$ cat src/core/dbm_pkg.sv
// Package for the dual bridge motor control block: drive codes, bridge structs, timing.
// Assumes a single 100 MHz clock and a synchronous active-high reset.
// Functional notes
// [RULE1] All inputs low turns every output off.
// [RULE2] Host sequences four or eight stepper states.
// [RULE3] Input pair gives forward, reverse or brake.
// [RULE4] Both inputs low floats that bridge.
// [RULE5] Fast decay alternates drive and off.
// [RULE6] Slow decay alternates drive and brake.
// [RULE7] Paralleled use drives both pairs identically.
// [RULE8] High is source on, low sink.
// [RULE9] Sleep after inputs low beyond timeout.
// [RULE10] Source overcurrent past filter time faults.
// [RULE11] Sink overvoltage past filter time faults.
// [RULE12] Fault turns off whole bridge at once.
// [RULE13] Ignore bridge inputs for retry period.
// [RULE14] Each bridge has independent fault timing.
// [RULE15] Thermal trip disables outputs until cooled.
// [RULE16] Low supply lockout holds outputs off.
package dbm_pkg;

	localparam int CLK_HZ         = 100_000_000;
	localparam int SLEEP_TIME_US  = 1000;
	localparam int FILTER_TIME_NS = 2000;
	localparam int RETRY_TIME_US  = 2000;

	// Filter is a least time: round up.
	localparam int FILTER_CYC = (FILTER_TIME_NS * (CLK_HZ / 1_000_000) + 999) / 1000;
	localparam int SLEEP_CYC  = SLEEP_TIME_US * (CLK_HZ / 1_000_000);
	localparam int RETRY_CYC  = RETRY_TIME_US * (CLK_HZ / 1_000_000);

	localparam int CNT_W = 24;

	// Per-output drive state: source on, sink on, or both off.
	typedef enum logic [1:0] {
		DBM_OFF,
		DBM_SRC,
		DBM_SNK
	} dbm_drive_t;

	// Pin-level view of one half-bridge output.
	typedef struct packed {
		logic src_on;
		logic snk_on;
	} dbm_half_t;

	typedef struct packed {
		dbm_half_t p;
		dbm_half_t n;
	} dbm_bridge_t;

	localparam dbm_half_t HALF_OFF = 2'h0;

endpackage

$ cat src/core/dbm_sync.sv
// Two-flop synchroniser for a vector of pin inputs.
// Assumes the inputs are asynchronous to clk.
module dbm_sync #(
	parameter int W = 4
) (
	// Clock and reset
	input  wire logic         clk,
	input  wire logic         sys_rst,
	// Data
	input  wire logic [W-1:0] d,
	output logic      [W-1:0] q
);
	logic [W-1:0] meta_r;
	logic [W-1:0] q_r;

	always_ff @(posedge clk) begin
		if (sys_rst) begin
			meta_r <= '0;
			q_r    <= '0;
		end else begin
			meta_r <= d;
			q_r    <= meta_r;
		end
	end

	assign q = q_r;
endmodule

$ cat src/core/dbm_bridge_guard.sv
// Overcurrent guard and retry timer for one full bridge.
// Assumes the sense inputs are already synchronised to clk.
module dbm_bridge_guard
	import dbm_pkg::*;
(
	// Clock and reset
	input  wire logic clk,
	input  wire logic sys_rst,
	// Drive commands as applied to this bridge
	input  wire logic src_p_on,
	input  wire logic src_n_on,
	input  wire logic snk_p_on,
	input  wire logic snk_n_on,
	// Analog comparators
	input  wire logic src_p_over,
	input  wire logic src_n_over,
	input  wire logic snk_p_over,
	input  wire logic snk_n_over,
	// Status
	output logic      blocked
);
	import dbm_pkg::*;

	typedef enum logic [1:0] {
		GRD_RUN,
		GRD_HOLD
	} dbm_grd_t;

	dbm_grd_t         st_r, st_nxt;
	logic [CNT_W-1:0] filt_r, filt_nxt;
	logic [CNT_W-1:0] hold_r, hold_nxt;
	logic             over;

	// Current is only judged while the monitored driver is on. [RULE10] [RULE11]
	assign over = (src_p_on && src_p_over) || (src_n_on && src_n_over)
		|| (snk_p_on && snk_p_over) || (snk_n_on && snk_n_over);

	always_comb begin
		st_nxt   = st_r;
		filt_nxt = filt_r;
		hold_nxt = hold_r;
		case (st_r)
			GRD_RUN: begin
				if (!over) begin
					filt_nxt = '0;
				end else if (filt_r >= CNT_W'(FILTER_CYC)) begin
					st_nxt   = GRD_HOLD; // [RULE10] [RULE11]
					hold_nxt = '0;
					filt_nxt = '0;
				end else begin
					filt_nxt = filt_r + 1'b1;
				end
			end
			GRD_HOLD: begin
				// Retry only after the full ignore period. [RULE13]
				if (hold_r >= CNT_W'(RETRY_CYC - 1)) begin
					st_nxt = GRD_RUN;
				end else begin
					hold_nxt = hold_r + 1'b1;
				end
			end
			default: st_nxt = GRD_RUN;
		endcase
	end

	always_ff @(posedge clk) begin
		if (sys_rst) begin
			st_r   <= GRD_RUN;
			filt_r <= '0;
			hold_r <= '0;
		end else begin
			st_r   <= st_nxt;
			filt_r <= filt_nxt;
			hold_r <= hold_nxt;
		end
	end

	// Combinational so the bridge drops in the very cycle of the trip. [RULE12]
	assign blocked = (st_r == GRD_HOLD) || (st_r == GRD_RUN && over
		&& filt_r >= CNT_W'(FILTER_CYC));
endmodule

$ cat src/core/dbm_core.sv
// Top of the dual bridge motor control block: input decode, sleep, protection.
// Assumes control pins and analog comparator flags arrive asynchronously.
module dbm_core
	import dbm_pkg::*;
(
	// Clock and reset
	input  wire logic clk,
	input  wire logic sys_rst,
	// Host control pins
	input  wire logic bridge_a_ctrl_p,
	input  wire logic bridge_a_ctrl_n,
	input  wire logic bridge_b_ctrl_p,
	input  wire logic bridge_b_ctrl_n,
	// Comparator flags: source overcurrent, sink overvoltage
	input  wire logic [3:0] src_over,
	input  wire logic [3:0] snk_over,
	// Thermal and supply monitors
	input  wire logic thermal_trip_point,
	input  wire logic low_supply_lockout,
	// Driver gate controls, output order a_p, a_n, b_p, b_n
	output logic [3:0] src_on,
	output logic [3:0] snk_on,
	// Status
	output logic asleep,
	output logic [1:0] bridge_fault
);
	import dbm_pkg::*;

	logic [3:0]       ctrl_s;
	logic [3:0]       src_over_s, snk_over_s;
	logic [1:0]       mon_s;
	logic [CNT_W-1:0] idle_r, idle_nxt;
	logic             sleep_r, sleep_nxt;
	logic             hot_r, hot_nxt;
	logic [3:0]       src_r, src_nxt;
	logic [3:0]       snk_r, snk_nxt;
	logic [1:0]       blocked;
	logic             all_low;
	logic             kill_all;
	logic             over_a;
	logic             over_b;

	dbm_sync #(.W(4)) u_sync_ctrl (
		.clk     (clk),
		.sys_rst (sys_rst),
		.d       ({bridge_b_ctrl_n, bridge_b_ctrl_p, bridge_a_ctrl_n, bridge_a_ctrl_p}),
		.q       (ctrl_s)
	);

	dbm_sync #(.W(10)) u_sync_mon (
		.clk     (clk),
		.sys_rst (sys_rst),
		.d       ({src_over, snk_over, thermal_trip_point, low_supply_lockout}),
		.q       ({src_over_s, snk_over_s, mon_s})
	);

	// Decode one input pair into a half-bridge pair. [RULE3] [RULE8]
	function automatic dbm_bridge_t decode(input logic p, input logic n);
		dbm_bridge_t b;
		b = '0;
		case ({p, n})
			2'h2: begin
				b.p.src_on = 1'b1;
				b.n.snk_on = 1'b1;
			end
			2'h1: begin
				b.p.snk_on = 1'b1;
				b.n.src_on = 1'b1;
			end
			// Brake, also slow decay in external PWM. [RULE6]
			2'h3: begin
				b.p.snk_on = 1'b1;
				b.n.snk_on = 1'b1;
			end
			// Coast, fast decay, and the idle bridge of a half step. [RULE2] [RULE4] [RULE5]
			default: b = {HALF_OFF, HALF_OFF};
		endcase
		return b;
	endfunction

	assign all_low = (ctrl_s == 4'h0);

	// Thermal shutdown is a registered copy of the monitor level; the monitor's own hysteresis releases it. [RULE15]
	// Supply lockout is a level and overrides everything. [RULE16]
	assign kill_all = hot_r || mon_s[0];

	always_comb begin
		dbm_bridge_t ba;
		dbm_bridge_t bb;
		ba        = decode(ctrl_s[0], ctrl_s[1]);
		bb        = decode(ctrl_s[2], ctrl_s[3]);
		idle_nxt  = idle_r;
		sleep_nxt = sleep_r;
		hot_nxt   = mon_s[1];
		// Sleep counter: any high input wakes the device at once. [RULE9]
		if (!all_low) begin
			idle_nxt  = '0;
			sleep_nxt = 1'b0;
		end else if (idle_r >= CNT_W'(SLEEP_CYC)) begin
			sleep_nxt = 1'b1;
		end else begin
			idle_nxt = idle_r + 1'b1;
		end
		src_nxt = {bb.n.src_on, bb.p.src_on, ba.n.src_on, ba.p.src_on};
		snk_nxt = {bb.n.snk_on, bb.p.snk_on, ba.n.snk_on, ba.p.snk_on};
		// Each bridge is blocked only by its own guard. [RULE12] [RULE14]
		if (blocked[0]) begin
			src_nxt[1:0] = 2'h0;
			snk_nxt[1:0] = 2'h0;
		end
		if (blocked[1]) begin
			src_nxt[3:2] = 2'h0;
			snk_nxt[3:2] = 2'h0;
		end
		if (kill_all || all_low) begin // [RULE1] [RULE15] [RULE16]
			src_nxt = 4'h0;
			snk_nxt = 4'h0;
		end
	end

	always_ff @(posedge clk) begin
		if (sys_rst) begin
			idle_r  <= '0;
			sleep_r <= 1'b0;
			hot_r   <= 1'b0;
			src_r   <= 4'h0;
			snk_r   <= 4'h0;
		end else begin
			idle_r  <= idle_nxt;
			sleep_r <= sleep_nxt;
			hot_r   <= hot_nxt;
			src_r   <= src_nxt;
			snk_r   <= snk_nxt;
		end
	end

	// A registered drive plus a combinational trip gate: the bridge falls in
	// the trip cycle itself rather than one cycle late.
	dbm_bridge_guard u_guard_a (
		.clk        (clk),
		.sys_rst    (sys_rst),
		.src_p_on   (src_r[0]),
		.src_n_on   (src_r[1]),
		.snk_p_on   (snk_r[0]),
		.snk_n_on   (snk_r[1]),
		.src_p_over (src_over_s[0]),
		.src_n_over (src_over_s[1]),
		.snk_p_over (snk_over_s[0]),
		.snk_n_over (snk_over_s[1]),
		.blocked    (blocked[0])
	);

	dbm_bridge_guard u_guard_b (
		.clk        (clk),
		.sys_rst    (sys_rst),
		.src_p_on   (src_r[2]),
		.src_n_on   (src_r[3]),
		.snk_p_on   (snk_r[2]),
		.snk_n_on   (snk_r[3]),
		.src_p_over (src_over_s[2]),
		.src_n_over (src_over_s[3]),
		.snk_p_over (snk_over_s[2]),
		.snk_n_over (snk_over_s[3]),
		.blocked    (blocked[1])
	);

	assign src_on[1:0]  = blocked[0] ? 2'h0 : src_r[1:0];
	assign snk_on[1:0]  = blocked[0] ? 2'h0 : snk_r[1:0];
	assign src_on[3:2]  = blocked[1] ? 2'h0 : src_r[3:2];
	assign snk_on[3:2]  = blocked[1] ? 2'h0 : snk_r[3:2];
	assign asleep       = sleep_r;
	assign bridge_fault = blocked;

	// Raw comparator activity per bridge, used only by the trip checks below.
	// They look at the comparators alone, not at the guard's own view.
	assign over_a = |{src_over_s[1:0], snk_over_s[1:0]};
	assign over_b = |{src_over_s[3:2], snk_over_s[3:2]};
endmodule

$ cat config.mk
export PLATFORM = sky130hd
export DESIGN_NAME = dbm_core
export DESIGN_NICKNAME = d
export VERILOG_FILES = /design/src/core/dbm_pkg.sv /design/src/core/dbm_sync.sv /design/src/core/dbm_bridge_guard.sv /design/src/core/dbm_core.sv
export SDC_FILE = /design/constraint.sdc
export NUM_CORES = 1
export LEC_CHECK = 0
export ABC_AREA = 1
export BUFFER_PORTS_ARGS = -buffer_cell sky130_fd_sc_hd__buf_2
export CELL_PAD_IN_SITES_DETAIL_PLACEMENT = 0
export CELL_PAD_IN_SITES_GLOBAL_PLACEMENT = 2
export CORE_UTILIZATION = 40
export CTS_BUF_LIST = sky130_fd_sc_hd__clkbuf_4
export CTS_CLUSTER_SIZE = 16
export DETAILED_ROUTE_END_ITERATION = 16
export GPL_TIMING_DRIVEN = 0
export PLACE_DENSITY = 0.84
export SLEW_MARGIN = 20
export SYNTH_ARGS = -nofsm -noshare
export SYNTH_HDL_FRONTEND = slang
export SYNTH_HIERARCHICAL = 1
export SYNTH_SLANG_ARGS = --single-unit
$ cat constraint.sdc
create_clock -name clk -period 4.8 [get_ports clk]
set_input_delay 1.44 -clock clk [delete_from_list [all_inputs] [get_ports clk]]
set_output_delay 1.44 -clock clk [all_outputs]
set_load 0.03 [all_outputs]
==> metrics.md <==
| Metric | Value |
|---|---|
| Outcome | completed |
| # IOs | 27 |
| Final worst slack | 0.637 ns |
| Longest Clk Path Bufs | 2 |
| Power per cell area | roughly 270 nW/µm² |
| Slowest-stage cell, CP | dfxtp_1 |
| Max VDD drop | 164 µV |
| Post-synth EDFFs | 0 |
| Compound-gate portion of the synthesized area | between 6 and 7% |
| Synth Net Count | between 1k and 1.5k |
| Final Hold Viols | 0 |
| Fillers | about 1.9k |
| Reg clk slew, reported paths | 0.17 ns |
| Post-Syn Area | 7390 µm² |
| Clock tree sinks | between 150 and 200 |
| Adder-cell share of the synthesized area | between 1 and 1.5% |
| Final Max Slew Viols | 0 |
| Final WL | ~16 mm |
| Die span in x | 138 µm |
| Dominant combinational cell family by area after synthesis | simple AND/OR/NAND/NOR gates |
| Tmin final | between 4 and 5 ns |
| Cts repair resizes | 0 |
| DRT iter0 DRCs | around 260 |
| Main synth FF type | dfxtp_1 |
| Slew Limit Headroom | 49.3% |
| DR vias | roughly 6.1k |
| NumNets Final | approximately 1.1k |
| Worst-margin pin slew | ~0.76 ns |
| Reg area | 3200 µm² |
| R2R Path End | src_r[3] |
| Cell Count, Final, Fillers Out | 1311 |
| Critical Path AT | between 2 and 3 ns |
| Global route overflow | 0 |
| Via density | between 4 and 5 |
| # port buffers | 26 |
| DP Area | about 8000 µm² |
| Area leader, netlist | dfxtp_1 |
| Post-synthesis mux area share | 0% |
| Setup tns final | 0 ns |
| Worst Path Buf+Inv | 2 |
| Crit path to | src_on[3] |
| Initial antenna violation count | 1 |
| Max Freq | around 240 MHz |
| Finished Cell Area | 8100 µm² |
| Final ANT Viol Nets | 0 |
| Fraction of layout cells with a size suffix above 1 | between 10% and 20% |
| Met3 Usage GRT | under 10% |
| Seq/Total Area, Yosys | a little over two fifths |
| Max-cap violations | 0 |
| Core Area | about 18000 µm² |
| Area growth syn-to-layout | 9.60% |
| Clk_skew | around 0.022 ns |
| Dpl hpwl | roughly 12 mm |
| Critical path depth in cells | 9 |
| Drt wl/cell | approximately 12 µm |
| Multi-input gate area | between 3000 and 4000 µm² |
| Worst setup path class | reg2out |
| Largest net degree at the start of global routing | 19 |
| GRT Max-Usage Layer | met2 |
| Worst-case reg-to-reg path depth | 10 |
| Worst EP required | between 3 and 4 ns |
| R2R Path Start | src_r[3] |
| Pre-CTS WS | around 1.2 ns |
| Crit start category | register |
| CTS tree | built |
| First-pass GRT wire length | between 20 and 30 mm |
| Simple-gate share of the synthesized area | around a third |
| Core Util, Final | between 40% and 50% |
| Fin crit share | slightly below 90% |
| Critical path endpoint category | output port |
| Crit path cell chain | nand2_1 > nand3_1 > a21oi_1 > nor2_1 > nand2_2 > buf_2 > nand2_1 > nor2_1 > buf_2 |
| DRC | 0 |
| Root cell of the clock tree | clkbuf_4 |
| DRT Pass-1 Iters | 4 |
| Setup-failing EPs final | 0 |
| RSZ-0062 raised after global routing | no |
| CP Launch Point | src_r[3] |
| Critical path's top delay family | simple AND/OR/NAND/NOR gates |
| Leak | 2.94 nW |
| Synth top area cells | dfxtp_1 43%, nand2_1 11%, nor2_1 9.6% |
| Yosys top cell area share | 43.4% |
| Number of setup buffers added after CTS | 0 |
| Initial Utilization | between 40% and 50% |
| Die area | 19000 µm² |
| GR Util met2 | roughly 29% |
| Num CTS Buffers | 17 |
| Hold crit path type | reg2reg |
| Async S/R FF share, synth | 0% |
| Mapped Cells | approximately 1k |
| Unique masters post-synth | 34 |
| Number of global-route vias before repair | around 5.7k |
| Syn. warnings | 6 |
| Crit path largest cell delay | about 0.34 ns |
| R2R setup slack | around 2.7 ns |
| Die Span Y | ~140 µm |
| Crit Path Max Fanout | 10 |
| Global Route Usage Sum | 18.0% |
| Cts-stage hold buffer count | 0 |
| Mean Syn Cell Area | 7.22 µm² |
| DP Cell Count | between 1k and 1.5k |
| Cell Rows | 49 |
| Skew-Pair Late Insertion Delay | around 0.56 ns |
| Routability cong. | 0.764 |
| Met1 Use GR | a little under a quarter |
| Htree depth | 4 |
| Xor/xnor share of the synthesized area | 3.67% |
| #FFs+latches synth | 160 |
## metrics by stage
stage               total power, mW  hold WS, ns
floorplan                      1.42        0.388
finish                         2.22        0.414
global route                   2.33        0.420
detailed placement             1.44        0.394
CTS                            2.27        0.418
global placement               1.44        0.391
## placed cells by master, fill, tap and decap left out, drive strengths merged
cell	count
inv	141
nand4	16
and2	2
a21oi	57
clkbuf	27
clkinv	7
o21bai	4
nor3	45
xor2	19
nand2	221
buf	48
nand3b	3
ha	8
xnor2	12
nor3b	2
dfxtp	160
nand3	93
diode	1
clkinvlp	1
nor2	200
o21ai	15
## flip-flops by register name (all words and copies together) (netlist names), 10 cells and up
name               flops
u_guard_a/hold_r      24
u_guard_b/filt_r      24
idle_r                24
u_guard_a/filt_r      24
u_sync_mon/q          10
u_guard_b/hold_r      24
u_sync_mon/meta_r     10
## logic make-up after synthesis
family | after synthesis
compound gates | 76
xor+xnor | 31
simple gates | 582
fa+ha+maj | 8
flops | 160
buf+inv | 166
## cell usage after synthesis (9+ instances only)
cell / number
xnor2_1: 12
xor2_1: 19
clkbuf_1: 10
a21oi_1: 27
nor3_1: 45
o21ai_1: 9
nand4_1: 16
nor2_2: 10
nor2_1: 188
a21oi_2: 29
nand3_1: 83
inv_1: 120
nand2_1: 211
dfxtp_1: 160
inv_2: 12
## tightest hold or removal path: stages, from the launching register on
cell     delay (ns)
dfxtp_1        0.33
inv_1          0.04
nor2_1         0.03
## cell type report
cell class	instances	share of cell area, %
timing repair buffer	26	1.61
multi-input combinational	697	42.8
antenna	1	0.0309
clock inverter	15	2.01
sequential	160	39.6
clock buffer	17	1.58
tap	229	3.54
inverter	134	6.24
buffer	32	2.63
## layer usage
metal  up-vias  wire length, µm
met5         -                0
met4         0              129
met3        10              456
met2        43             7310
met1      2702             8070
li1       3299                -
## power by group
group | switching (mW) | internal (mW)
combinational | 0.0439 | 0.0188
sequential | 0.00586 | 1.34
clock | 0.569 | 0.243
## worst min path at each step
stage | from | endpoint | slack (ns) | cells past startpoint
floorplan | u_sync_mon/q[1] | hot_r | 0.39 | 2
global placement | u_sync_mon/q[1] | hot_r | 0.39 | 2
detailed placement | u_sync_ctrl/meta_r[2] | u_sync_ctrl/q[2] | 0.39 | 2
CTS | u_sync_mon/meta_r[7] | u_sync_mon/q[7] | 0.42 | 2
global route | u_sync_ctrl/meta_r[2] | u_sync_ctrl/q[2] | 0.42 | 2
finish | u_sync_mon/meta_r[6] | u_sync_mon/q[6] | 0.41 | 2
Note: power is estimated with default switching activity, not from simulation.
